$ cat src/wpc_pkg.sv
// Function
// - phy reset bit holds phy reset 2 ms
// - phy reset bit self-clears, resets to zero
// - writes to bit ignored while it is one
// - nak every usb transfer during phy reset
// - two wake enables, both reset to zero
// - resume-clears-enables clears both wake enables
// - two-bit wake cause encoding per variant
// - status bits independent, write one clears
// - status set only if enabled before suspend
// - resume-clears-status clears upper status bit
// - suspend mode selects variant, resets to 10
// - only remote-wake resumes clear the enables
`default_nettype none
package wpc_pkg;
  // register byte offsets
  localparam logic [7:0] OFS_POWER_MGMT_CONTROL = 8'h20;
  localparam logic [7:0] OFS_IRQ_STATUS         = 8'h30;
  localparam logic [7:0] OFS_IRQ_CLEAR          = 8'h34;
  localparam logic [7:0] OFS_IRQ_ENABLE         = 8'h38;
  // power_mgmt_control field positions
  localparam int POS_STATUS_LO  = 0;
  localparam int POS_STATUS_HI  = 1;
  localparam int POS_ENERGY_DETECT_WAKE_ENABLE      = 2;
  localparam int POS_LAN_EN     = 3;
  localparam int POS_PHY_RST    = 4;
  localparam int POS_MODE_LO    = 5;
  localparam int POS_MODE_HI    = 6;
  localparam int POS_READY      = 7;
  localparam int POS_CLR_EN     = 8;
  localparam int POS_CLR_STS    = 9;
  // reset values
  localparam logic [1:0] RST_MODE    = 2'h2;
  localparam logic       RST_CLR_EN  = 1'h1;
  localparam logic       RST_CLR_STS = 1'h0;
  // suspend variant encodings
  localparam logic [1:0] LOW_POWER_VARIANT_ZERO  = 2'h0;
  localparam logic [1:0] LOW_POWER_VARIANT_ONE   = 2'h1;
  localparam logic [1:0] LOW_POWER_VARIANT_TWO   = 2'h2;
  localparam logic [1:0] LOW_POWER_VARIANT_THREE = 2'h3;
  // interrupt event bits
  localparam int IRQ_PHY_DONE = 0;
  localparam int IRQ_WAKE     = 1;
  // timing
  localparam int CLK_PERIOD_NS  = 50;
  localparam int PHY_RST_MIN_NS = 2000000;
  localparam int PHY_RST_CYCLES =
    (PHY_RST_MIN_NS + CLK_PERIOD_NS - 1) / CLK_PERIOD_NS;
  // phy reset sequencer states
  typedef enum logic [0:0] {
    PR_IDLE = 1'b0,
    PR_HOLD = 1'b1
  } wpc_phy_state_t;
endpackage
`default_nettype wire

$ cat src/wpc_top.sv
`timescale 1ns/100ps
`default_nettype none
module wpc_top
  import wpc_pkg::*;
#(
  parameter int PHY_RST_LEN = PHY_RST_CYCLES // hold length in clocks
)
(
  // clock and reset
  input  wire logic        sys_clk,
  input  wire logic        rst,
  // register port
  input  wire logic [7:0]  addr,
  input  wire logic [31:0] wdata,
  input  wire logic        wr,
  input  wire logic        rd,
  output var  logic [31:0] rdata,
  // power state events
  input  wire logic        suspend_entry,
  input  wire logic        resume_done,
  input  wire logic        resume_remote,
  input  wire logic        energy_detect_event,
  input  wire logic        lan_wake_event,
  input  wire logic        dev_ready,
  // phy and usb control
  output var  logic        phy_reset,
  output var  logic        usb_nak_all,
  output var  logic [1:0]  suspend_mode,
  // interrupt
  output var  logic        irq
);

  ////////////////////////////////////////////////////////////////////
  // decode
  localparam logic [15:0] HOLD_LAST = 16'(PHY_RST_LEN - 1);

  logic ctrl_wr;                    // write to control register
  logic ctrl_rd;                    // read of control register
  assign ctrl_wr = wr && (addr == OFS_POWER_MGMT_CONTROL);
  assign ctrl_rd = rd && (addr == OFS_POWER_MGMT_CONTROL);

  ////////////////////////////////////////////////////////////////////
  // phy reset sequencer
  wpc_phy_state_t state;            // current sequencer state
  wpc_phy_state_t next_state;       // next sequencer state
  logic [15:0]    hold_cnt;         // clocks spent in reset
  logic           phy_done;         // one-cycle end of reset

  // start only from idle, so a busy bit swallows the write
  always_comb
  begin
    next_state = state;
    phy_done   = 1'b0;
    case (state)
      PR_IDLE:
      begin
        if (ctrl_wr && wdata[POS_PHY_RST])
          next_state = PR_HOLD;
      end
      PR_HOLD:
      begin
        // writes here are dropped
        if (hold_cnt == HOLD_LAST)
        begin
          next_state = PR_IDLE;
          phy_done   = 1'b1;
        end
      end
      default:
        next_state = PR_IDLE;
    endcase
  end

  // state and hold counter
  always_ff @(posedge sys_clk)
  begin
    if (rst)
    begin
      state    <= PR_IDLE;
      hold_cnt <= 16'h0000;
    end
    else
    begin
      state <= next_state;
      if (state == PR_HOLD)
        hold_cnt <= hold_cnt + 16'h0001;
      else
        hold_cnt <= 16'h0000;
    end
  end

  // pins follow the next state so they stay pure flops
  always_ff @(posedge sys_clk)
  begin
    if (rst)
    begin
      phy_reset   <= 1'b0;
      usb_nak_all <= 1'b0;
    end
    else
    begin
      phy_reset   <= (next_state == PR_HOLD);
      usb_nak_all <= (next_state == PR_HOLD);
    end
  end

  ////////////////////////////////////////////////////////////////////
  // control fields
  logic lan_wake_enable;            // wake-on-lan source enable
  logic energy_detect_wake_enable;  // energy-detect source enable
  logic resume_clears_wake_enables; // remote-wake resume wipes enables
  logic resume_clears_wake_status;  // resume wipes upper status
  logic remote_resume_done;         // remote-wake resume finished

  assign remote_resume_done = resume_done && resume_remote;

  // mode and resume controls are plain read/write
  always_ff @(posedge sys_clk)
  begin
    if (rst)
    begin
      suspend_mode               <= RST_MODE;
      resume_clears_wake_enables <= RST_CLR_EN;
      resume_clears_wake_status  <= RST_CLR_STS;
    end
    else if (ctrl_wr)
    begin
      suspend_mode <= wdata[POS_MODE_HI:POS_MODE_LO];
      resume_clears_wake_enables <= wdata[POS_CLR_EN];
      resume_clears_wake_status  <= wdata[POS_CLR_STS];
    end
  end

  // a software write wins over the resume clear: it is newer intent
  always_ff @(posedge sys_clk)
  begin
    if (rst)
    begin
      lan_wake_enable           <= 1'b0;
      energy_detect_wake_enable <= 1'b0;
    end
    else if (ctrl_wr)
    begin
      lan_wake_enable           <= wdata[POS_LAN_EN];
      energy_detect_wake_enable <= wdata[POS_ENERGY_DETECT_WAKE_ENABLE];
    end
    else if (remote_resume_done && resume_clears_wake_enables)
    begin
      // host resumes leave enables alone
      lan_wake_enable           <= 1'b0;
      energy_detect_wake_enable <= 1'b0;
    end
  end

  ////////////////////////////////////////////////////////////////////
  // wake arming and cause status
  logic       in_low_power;         // between suspend and resume
  logic       lan_armed;            // lan enable seen at suspend
  logic       ed_armed;             // energy enable seen at suspend
  logic [1:0] wakeup_cause_status;  // bit1 lan/frame, bit0 energy
  logic [1:0] status_set;           // hardware set terms
  logic [1:0] status_clr;           // software and resume clears

  // enables are sampled on entry so late changes cannot arm
  always_ff @(posedge sys_clk)
  begin
    if (rst)
    begin
      in_low_power <= 1'b0;
      lan_armed    <= 1'b0;
      ed_armed     <= 1'b0;
    end
    else if (suspend_entry)
    begin
      in_low_power <= 1'b1;
      lan_armed    <= lan_wake_enable;
      ed_armed     <= energy_detect_wake_enable;
    end
    else if (resume_done)
      in_low_power <= 1'b0;
  end

  // cause bits per variant: energy in one, lan in zero and three
  always_comb
  begin
    status_set[0] = in_low_power && ed_armed && energy_detect_event
      && (suspend_mode == LOW_POWER_VARIANT_ONE);
    status_set[1] = in_low_power && lan_armed && lan_wake_event
      && ((suspend_mode == LOW_POWER_VARIANT_ZERO)
       || (suspend_mode == LOW_POWER_VARIANT_THREE));
    status_clr[0] = ctrl_wr && wdata[POS_STATUS_LO];
    status_clr[1] = (ctrl_wr && wdata[POS_STATUS_HI])
      || (resume_done && resume_clears_wake_status);
  end

  // set beats clear, so a coincident wake is never lost
  always_ff @(posedge sys_clk)
  begin
    if (rst)
      wakeup_cause_status <= 2'h0;
    else
      wakeup_cause_status <=
        (wakeup_cause_status & ~status_clr) | status_set;
  end

  ////////////////////////////////////////////////////////////////////
  // interrupt registers
  logic [1:0] irq_status;           // sticky event bits
  logic [1:0] irq_enable;           // event gating
  logic [1:0] irq_events;           // this cycle's events
  logic [1:0] irq_clr;              // write-one-clear mask
  logic [1:0] next_irq_status;      // updated sticky bits
  logic [1:0] next_irq_enable;      // enable after this cycle's write

  always_comb
  begin
    irq_events[IRQ_PHY_DONE] = phy_done;
    irq_events[IRQ_WAKE]     = |status_set;
    irq_clr = (wr && (addr == OFS_IRQ_CLEAR)) ? wdata[1:0] : 2'h0;
    next_irq_enable = (wr && (addr == OFS_IRQ_ENABLE)) ? wdata[1:0]
      : irq_enable;
    next_irq_status = (irq_status & ~irq_clr) | irq_events;
  end

  // sticky status and enable; output is registered from next value
  always_ff @(posedge sys_clk)
  begin
    if (rst)
    begin
      irq_status <= 2'h0;
      irq_enable <= 2'h0;
      irq        <= 1'b0;
    end
    else
    begin
      irq_status <= next_irq_status;
      irq_enable <= next_irq_enable;
      // next values, so irq follows an enable write with no lag
      irq <= |(next_irq_status & next_irq_enable);
    end
  end

  ////////////////////////////////////////////////////////////////////
  // read data, valid the cycle after the strobe only
  logic [31:0] ctrl_view;           // control register image

  always_comb
  begin
    ctrl_view = 32'h0000_0000;
    ctrl_view[POS_STATUS_HI:POS_STATUS_LO] = wakeup_cause_status;
    ctrl_view[POS_ENERGY_DETECT_WAKE_ENABLE]   = energy_detect_wake_enable;
    ctrl_view[POS_LAN_EN]  = lan_wake_enable;
    ctrl_view[POS_PHY_RST] = (state == PR_HOLD);
    ctrl_view[POS_MODE_HI:POS_MODE_LO] = suspend_mode;
    ctrl_view[POS_READY]   = dev_ready;
    ctrl_view[POS_CLR_EN]  = resume_clears_wake_enables;
    ctrl_view[POS_CLR_STS] = resume_clears_wake_status;
  end

  // unmapped and write-only offsets read zero
  always_ff @(posedge sys_clk)
  begin
    if (rst)
      rdata <= 32'h0000_0000;
    else if (rd)
    begin
      case (addr)
        OFS_POWER_MGMT_CONTROL: rdata <= ctrl_view;
        OFS_IRQ_STATUS:         rdata <= {30'h0, irq_status};
        OFS_IRQ_ENABLE:         rdata <= {30'h0, irq_enable};
        default:                rdata <= 32'h0000_0000;
      endcase
    end
    else
      rdata <= 32'h0000_0000;
  end

  ////////////////////////////////////////////////////////////////////
  // checks
  a_phy_hold_len: assert property (
    @(posedge sys_clk) disable iff (rst)
    $fell(phy_reset) |-> ($past(hold_cnt) == HOLD_LAST))
    else $error("phy reset released early");

  a_phy_start: assert property (
    @(posedge sys_clk) disable iff (rst)
    (ctrl_wr && wdata[POS_PHY_RST] && !phy_reset) |=> phy_reset)
    else $error("phy reset did not start");

  // a restart would zero the counter, so it must keep counting
  a_busy_write_ignored: assert property (
    @(posedge sys_clk) disable iff (rst)
    (ctrl_wr && wdata[POS_PHY_RST] && phy_reset) |=>
      (!phy_reset || hold_cnt == $past(hold_cnt) + 16'h0001))
    else $error("phy reset restarted while busy");

  a_nak_with_reset: assert property (
    @(posedge sys_clk) disable iff (rst)
    usb_nak_all == phy_reset)
    else $error("nak not matching phy reset");

  a_read_phy_bit: assert property (
    @(posedge sys_clk) disable iff (rst)
    ctrl_rd |=> rdata[POS_PHY_RST] == $past(phy_reset))
    else $error("phy reset bit readback wrong");

  a_remote_resume_clear: assert property (
    @(posedge sys_clk) disable iff (rst)
    (remote_resume_done && resume_clears_wake_enables && !ctrl_wr) |=>
      (!lan_wake_enable && !energy_detect_wake_enable))
    else $error("enables survived remote resume");

  a_host_resume_keeps: assert property (
    @(posedge sys_clk) disable iff (rst)
    (resume_done && !resume_remote && !ctrl_wr) |=>
      $stable(lan_wake_enable) && $stable(energy_detect_wake_enable))
    else $error("host resume changed enables");

  a_status_w1c: assert property (
    @(posedge sys_clk) disable iff (rst)
    (status_clr[0] && !status_set[0]) |=> !wakeup_cause_status[0])
    else $error("status bit not cleared");

  a_unarmed_no_set: assert property (
    @(posedge sys_clk) disable iff (rst)
    !lan_armed |=> !$rose(wakeup_cause_status[1]))
    else $error("unarmed wake set status");

  a_resume_status_clr: assert property (
    @(posedge sys_clk) disable iff (rst)
    (resume_done && resume_clears_wake_status && !status_set[1]) |=>
      !wakeup_cause_status[1])
    else $error("upper status survived resume");

endmodule // wpc_top
`default_nettype wire
$ cat config.mk
export PLATFORM = sky130hd
export DESIGN_NAME = wpc_top
export DESIGN_NICKNAME = d
export VERILOG_FILES = /design/src/wpc_pkg.sv /design/src/wpc_top.sv
export SDC_FILE = /design/constraint.sdc
export NUM_CORES = 1
export LEC_CHECK = 0
export ABC_AREA = 1
export BUFFER_PORTS_ARGS = -buffer_cell sky130_fd_sc_hd__clkbuf_2
export CORE_AREA = 2 2 68 70
export DETAILED_ROUTE_END_ITERATION = 8
export DIE_AREA = 0 0 70 72
export PLACE_DENSITY_LB_ADDON = 0.25
export REMOVE_ABC_BUFFERS = 1
export SYNTH_ARGS = -nofsm -noshare
export SYNTH_HDL_FRONTEND = slang
export SYNTH_SLANG_ARGS = --single-unit
$ cat constraint.sdc
create_clock -name sys_clk -period 2.5 [get_ports sys_clk]
set_clock_uncertainty 0.15 [all_clocks]
set_input_delay 0.25 -clock sys_clk [delete_from_list [all_inputs] [get_ports sys_clk]]
set_output_delay 0.25 -clock sys_clk [all_outputs]
set_load 0.03 [all_outputs]
==> results of run 1 <==
==> repair_timing <==
item / 4_1_cts / 5_1_grt
endpoints found under the setup margin: 0 / 0
gates resized for setup: 0 / 0
endpoints found under the hold margin: 1 / 0
hold buffers: 1 / 0
==> flip-flops by register name, indices dropped and copies added (netlist names) <==
signal                      count
in_low_power                    1
usb_nak_all                     1
ed_armed                        1
lan_wake_enable                 1
resume_clears_wake_enables      1
resume_clears_wake_status       1
energy_detect_wake_enable       1
suspend_mode                    2
lan_armed                       1
hold_cnt                       16
rdata                          10
irq_enable                      2
irq_status                      2
wakeup_cause_status             2
irq                             1
==> routing by layer <==
layer	wire length [µm]	GRT usage	up-vias
met4	33	0.04701	0
met3	263	0.05139	4
met2	1993	0.2974	63
met1	1833	0.2224	831
met5	0	0	-
li1	-	-	975
==> path summary, 6_finish.rpt <==
path	depth (start not counted)	slack (ns)	end
setup / recovery	8	0.98	hold_cnt[12]$_SDFF_PP0_
setup reg to reg	8	0.98	hold_cnt[12]$_SDFF_PP0_
hold / removal	3	0.05	resume_clears_wake_enables$_SDFFE_PP1N_
hold reg to reg	2	0.32	rdata[9]$_SDFF_PP0_
==> layout by cell type, fill, tap and decap left out, drive strengths merged <==
| cell | n |
|---|---|
| nand3 | 36 |
| or2 | 1 |
| nand2 | 60 |
| o21ai | 5 |
| dlygate4sd3 | 1 |
| nand3b | 1 |
| a21oi | 18 |
| inv | 33 |
| a21boi | 1 |
| clkinv | 1 |
| bufinv | 1 |
| a211oi | 1 |
| nor2 | 49 |
| conb | 22 |
| ha | 2 |
| a31o | 1 |
| nand4 | 4 |
| clkbuf | 46 |
| nor3 | 10 |
| dfxtp | 43 |
| o31ai | 1 |
==> critical path: cells and delay by family, from the launching register on <==
| kind | cells | cell delay (ns) |
|---|---|---|
| flip-flops | 1 | 0.37 |
| adder cells (fa/ha/maj) | 1 | 0.18 |
| buffers and inverters | 1 | 0.11 |
| AND/OR/NAND/NOR | 6 | 0.59 |
==> where the power goes <==
group	leakage (nW)	total (mW)	switching (mW)	internal [mW]
sequential	0.347	0.689	0.00160	0.687
clock	0.0587	0.552	0.250	0.303
combinational	0.646	0.0989	0.0765	0.0225
==> area by class of cell <==
type	count	area, µm²	area share
multi-input cells	212	1006	0.4220
flip-flops and latches	43	860.8	0.3612
repair buffers	42	215.2	0.09029
inverters	32	120.1	0.05039
clock buffers	5	68.82	0.02887
well taps	52	65.06	0.02730
clock inverters	3	47.55	0.01995
==> kinds of logic (layout without fill, tap and decap cells) <==
| kind of cell | count (synthesis) | after routing |
|---|---|---|
| buffers and inverters | 59 | 82 |
| other | 1 | 22 |
| adder cells (fa/ha/maj) | 2 | 2 |
| AO/OA/AOI/OAI | 27 | 27 |
| flip-flops | 43 | 43 |
| AND/OR/NAND/NOR | 161 | 161 |
==> Yosys cell counts (2+ instances only) <==
| master | number |
|---|---|
| a21oi_1 | 18 |
| buf_4 | 23 |
| clkbuf_1 | 2 |
| dfxtp_1 | 43 |
| ha_1 | 2 |
| inv_1 | 28 |
| inv_2 | 4 |
| nand2_1 | 60 |
| nand3_1 | 33 |
| nand3_2 | 3 |
| nand4_1 | 3 |
| nor2_1 | 43 |
| nor2_2 | 3 |
| nor2_4 | 3 |
| nor3_1 | 8 |
| nor3_2 | 2 |
| o21ai_0 | 3 |
| o21ai_1 | 2 |
==> metrics by stage <==
| step | area (µm²) | power [mW] | worst slack, ns | utilization | hold WS, ns |
|---|---|---|---|---|---|
| finish | 2384 | 1.340 | 0.9835 | 0.5590 | 0.04635 |
| global route | 2384 | 1.405 | 0.8749 | 0.5590 | 0.02968 |
| CTS | 2384 | 1.360 | 0.9768 | 0.5590 | 0.03483 |
| detailed placement | 2257 | 0.8016 | 0.9250 | 0.5293 | 0.3075 |
| global placement | 2257 | 0.8015 | 0.9438 | 0.5293 | 0.2917 |
| floorplan | 1987 | 0.7670 | 0.8715 | - | 0.1691 |
==> qor.csv, run 1 <==
stage;metric;value;unit
outcome;status;finished, final reports clean;
sta;drv_slew;0;
pwr;static-leakage-power;1.051;nW
clock_network;cts_buffer_depth;2;
grt;antenna_found_initial;0;
logic_synthesis;synth_cell_types;28;
sta;period_minus_slack;1.516;ns
critical_path;end_kind;flop;
clock_network;numClockSinks;43;
logic_synthesis;yosysWarningCount;0;
pwr;powerDensity;562.1;nW/µm²
grt;grt_pass1_wl;7.189;mm
route;drc_errors;0;
clock_network;clkLatencyLatePin;0.29;ns
critical_path;path_class;flop to flop;
place;io_buffers;41;
grt;grt_max_degree;16;
logic_synthesis;synth-edff-count;0;
logic_synthesis;synth_top_family_by_area;simple AND/OR/NAND/NOR gates;
sta;rsz0062_at_grt;false;
logic_synthesis;seq_area_frac_synth;0.4090;
finish;n_fill_cell;417;
route;finalWirelength;4.123;mm
floorplanning;dieArea;5040;µm²
grt;grt_overflow;0;
place;dp_cells;380;
clock_network;path_clk_slew;0.09;ns
logic_synthesis;synth_compound_area_frac;0.06956;
logic_synthesis;synthTopCellsByArea;dfxtp_1 41%, nand2_1 11%, buf_4 8.2%;
floorplanning;dieHeight;72;µm
clock_network;cts_setup_buffers;0;
critical_path;required;2.52;ns
logic_synthesis;yosys.area.top_type;dfxtp_1;
finish;num_antenna_cells;0;
floorplanning;initial_core_util;0.4935;
critical_path;path_cells;ha_1 > nand2_1 > inv_2 > nand3b_4 > nor2_2 > nand3_1 > nand2_1 > nor2_1;
clock_network;cts-root-buf;clkbuf_8;
floorplanning;die_width;70;µm
pwr;ir_drop;360.9;µV
clock_network;cts-buffers-inserted;5;
logic_synthesis;synth_xor_area_frac;0;
critical_path;slowest_delay;0.37;ns
logic_synthesis;async_flop_share;0;
finish;final_cells;389;
floorplanning;io_pins;87;
logic_synthesis;synthAdderAreaFrac;0.01189;
sta;fin_setup_tns;0;ns
place;gp_congestion;0.8101;
critical_path;setup.worst_path.start;hold_cnt[0]$_SDFF_PP0_;
finish;nets;388;
critical_path;cp.arrival;1.54;ns
sta;finalHoldViolCount;0;
critical_path;critPathMostFrequentCell;nand2_1;
logic_synthesis;synth.area.mux_share;0;
logic_synthesis;synthFlopType;dfxtp_1;
floorplanning;core_region_area;4264;µm²
route;routedWlPerCell;10.60;µm
critical_path;crit-reg2reg-launch;hold_cnt[0]$_SDFF_PP0_;
worst_hold_path;hp-class;input pin to flop;
logic_synthesis;syn_area;2105;µm²
route;ant_nets;0;
clock_network;cts_max_level;2;
logic_synthesis;syn_avg_cell_area;7.183;µm²
worst_hold_path;hp-start;wdata[8];
logic_synthesis;ys_ff_latch;43;
logic_synthesis;synthCells;293;
place;hpwl;3.219;mm
sta;fmax;659.4;MHz
grt;grt_pass1_vias;1679;
job;cap_violations;0;
route;dr.pass1.iters;4;
critical_path;critPathSlowestCell;dfxtp_1;
route;viasPerCell;4.815;
finish;syn2layout_area_growth;13.26;%
finish;layout-drive-gt1-share;0.1958;
clock_network;cts_tree;yes;
sta;setup_viol;0;
logic_synthesis;synth_top_area_frac;0.4090;
floorplanning;num_rows;24;
critical_path;crit_fanout;4;
logic_synthesis;synth_simple_gate_area_share;0.3573;
route;drt-initial-drc-count;112;
sta;fin_crit_sh;0.6066;
route;vias;1873;
grt;grt.total_usage;0.1761;
critical_path;startpoint_type;flop;
No activity file was read; power rests on OpenSTA's default activity.
==> run 2: changes to the inputs <==
--- a/config.mk
+++ b/config.mk
@@ -7,9 +7,9 @@
 export LEC_CHECK = 0
 export ABC_AREA = 1
 export BUFFER_PORTS_ARGS = -buffer_cell sky130_fd_sc_hd__clkbuf_2
-export CORE_AREA = 2 2 68 70
+export CORE_AREA = 2 2 70 72
 export DETAILED_ROUTE_END_ITERATION = 8
-export DIE_AREA = 0 0 70 72
+export DIE_AREA = 0 0 72 74
 export PLACE_DENSITY_LB_ADDON = 0.25
 export REMOVE_ABC_BUFFERS = 1
 export SYNTH_ARGS = -nofsm -noshare
==> constraint.sdc (replaced) <==
create_clock -name sys_clk -period 1.4 [get_ports sys_clk]
set_clock_uncertainty 0.15 [all_clocks]
set_input_delay 0.14 -clock sys_clk [delete_from_list [all_inputs] [get_ports sys_clk]]
set_output_delay 0.14 -clock sys_clk [all_outputs]
set_load 0.03 [all_outputs]
==> qor.csv, run 2 (same netlist as run 1, synthesis figures left out) <==
stage;metric;value;unit
critical_path;cp.arrival;1.41;ns
clock_network;cts_tree;yes;
clock_network;cts_max_level;2;
place;io_buffers;41;
pwr;netSwitchingPower;578.5;µW
grt;grt_overflow;0;
critical_path;startpoint_type;flop;
grt;grt.total_usage;0.1852;
route;routedWlPerCell;11.31;µm
finish;num_antenna_cells;0;
pwr;clkPwrFrac;0.443;
finish;layout-drive-gt1-share;0.2712;
floorplanning;dieHeight;74;µm
finish;reg.largest.list;hold_cnt: 16 flops, rdata: 10 flops;
worst_hold_path;hp-class;input pin to flop;
floorplanning;die_width;72;µm
route;viasPerCell;4.800;
clock_network;path_clk_slew;0.08;ns
pwr;combinationalPowerShare;0.082;
finish;n_fill_cell;432;
critical_path;end_kind;flop;
sta;fin_setup_tns;0;ns
pwr;total_power;2.586;mW
floorplanning;initial_core_util;0.4577;
floorplanning;io_pins;87;
finish;syn2layout_area_growth;29.37;%
pwr;p_int;2.007;mW
pwr;ir_drop;537.3;µV
sta;drv_slew;0;
sta;setup_viol;0;
clock_network;cts-root-buf;clkbuf_8;
route;drc_errors;0;
clock_network;numClockSinks;43;
critical_path;path_class;flop to flop;
route;dr.pass1.iters;4;
route;finalWirelength;4.740;mm
job;cap_violations;0;
grt;antenna_found_initial;0;
pwr;pwr-share-seq;0.475;
critical_path;required;1.43;ns
finish;regMostFlops;hold_cnt;
grt;grt_pass1_wl;7.700;mm
sta;fmax;728.6;MHz
clock_network;clkLatencyLatePin;0.30;ns
floorplanning;dieArea;5328;µm²
finish;final_cell_mix;56 x nand2_1, 42 x nor2_1, 41 x clkbuf_2, 34 x dfxtp_1, 32 x nand3_1;
outcome;status;finished, final reports clean;
route;ant_nets;0;
grt;grt_pass1_vias;1817;
route;vias;2011;
sta;fin_crit_sh;0.9803;
pwr;powerDensity;949.7;nW/µm²
critical_path;crit_fanout;3;
finish;largest_register_ffs;16;
pwr;static-leakage-power;1.213;nW
sta;finalHoldViolCount;0;
grt;grt_max_degree;14;
finish;nets;416;
clock_network;cts-buffers-inserted;5;
pwr;netSwitchingFraction;0.2237;
place;hpwl;3.378;mm
finish;final_common_cell;nand2_1;
clock_network;cts_buffer_depth;2;
sta;period_minus_slack;1.372;ns
floorplanning;core_region_area;4598;µm²
floorplanning;num_rows;25;
place;gp_congestion;0.8034;
route;drt-initial-drc-count;68;
==> run 2: cell count changes in the layout (fill, tap and decap cells not counted), sizes merged <==
cell / before / now
buf: 0 / 16
dlygate4sd3: 1 / 13
bufinv: 1 / 2
clkbuf: 46 / 47
clkinv: 1 / 0
inv: 33 / 32
==> run 2: layout make-up <==
cell class,instances,area (µm²),area share
Sequential cell,43,872.1,0.3203
Inverter,32,120.1,0.04412
Timing Repair Buffer,70,459.2,0.1687
Clock buffer,6,72.57,0.02665
Multi-Input combinational cell,212,1071,0.3934
Tap cell,54,67.56,0.02482
Clock inverter,2,60.06,0.02206
==> run 2: worst max-delay path, stage by stage, from the launching register on <==
cell and delay [ns]:
dfxtp_1 0.36, nand2_2 0.09, inv_2 0.08, nand2_2 0.08, nor3_2 0.20, nand2_1 0.12
o21ai_1 0.13, nor2_1 0.04
==> run 2: power by group through the flow <==
stage	logic [mW]	registers, mW	clock network (mW)
5_1_grt	0.232	1.23	1.21
2_1_floorplan	0.111	1.26	0
3_5_place_dp	0.181	1.26	0
3_3_place_gp	0.180	1.26	0
4_1_cts	0.209	1.23	1.17
6_report	0.212	1.23	1.14
==> run 2: final timing paths <==
kind / startpoint / endpoint / slack, ns / cells past startpoint
worst max-delay path: hold_cnt[6]$_SDFF_PP0_ / hold_cnt[11]$_SDFF_PP0_ / 0.03 / 7
worst max register to register: hold_cnt[6]$_SDFF_PP0_ / hold_cnt[11]$_SDFF_PP0_ / 0.03 / 7
worst min-delay path: wdata[1] / irq_enable[1]$_SDFF_PP0_ / 0.003 / 3
worst min register to register: resume_clears_wake_status$_SDFFE_PP0N_ / rdata[9]$_SDFF_PP0_ / 0.31 / 2
==> run 2: metal layers <==
metal	vias up	global-route usage	share of wire
met2	45	0.3333	0.52
met1	922	0.2122	0.42
li1	1036	-	-
met5	-	0	0
met3	8	0.05420	0.045
met4	0	0.06080	0.012
==> run 2: through the flow <==
stage          cells  utilization  area, µm²  worst slack, ns  hold slack [ns]
2_1_floorplan    287            -       1987          -0.2285          0.05907
3_3_place_gp     396       0.5143       2365          0.02300           0.2102
3_5_place_dp     396       0.5143       2365        -0.001655           0.2192
4_1_cts          417       0.5733       2636         0.002585         0.002438
5_1_grt          419       0.5921       2723         -0.04548          0.03105
6_report         419       0.5921       2723          0.02758         0.003311
==> run 2: what timing repair did <==
action | in CTS | in global routing
setup endpoints to repair | 2 | 15
setup buffers | 0 | 2
hold buffers | 13 | 0
pin swaps | 0 | 12
resized for setup | 3 | 22
endpoints found under the hold margin | 15 | 0
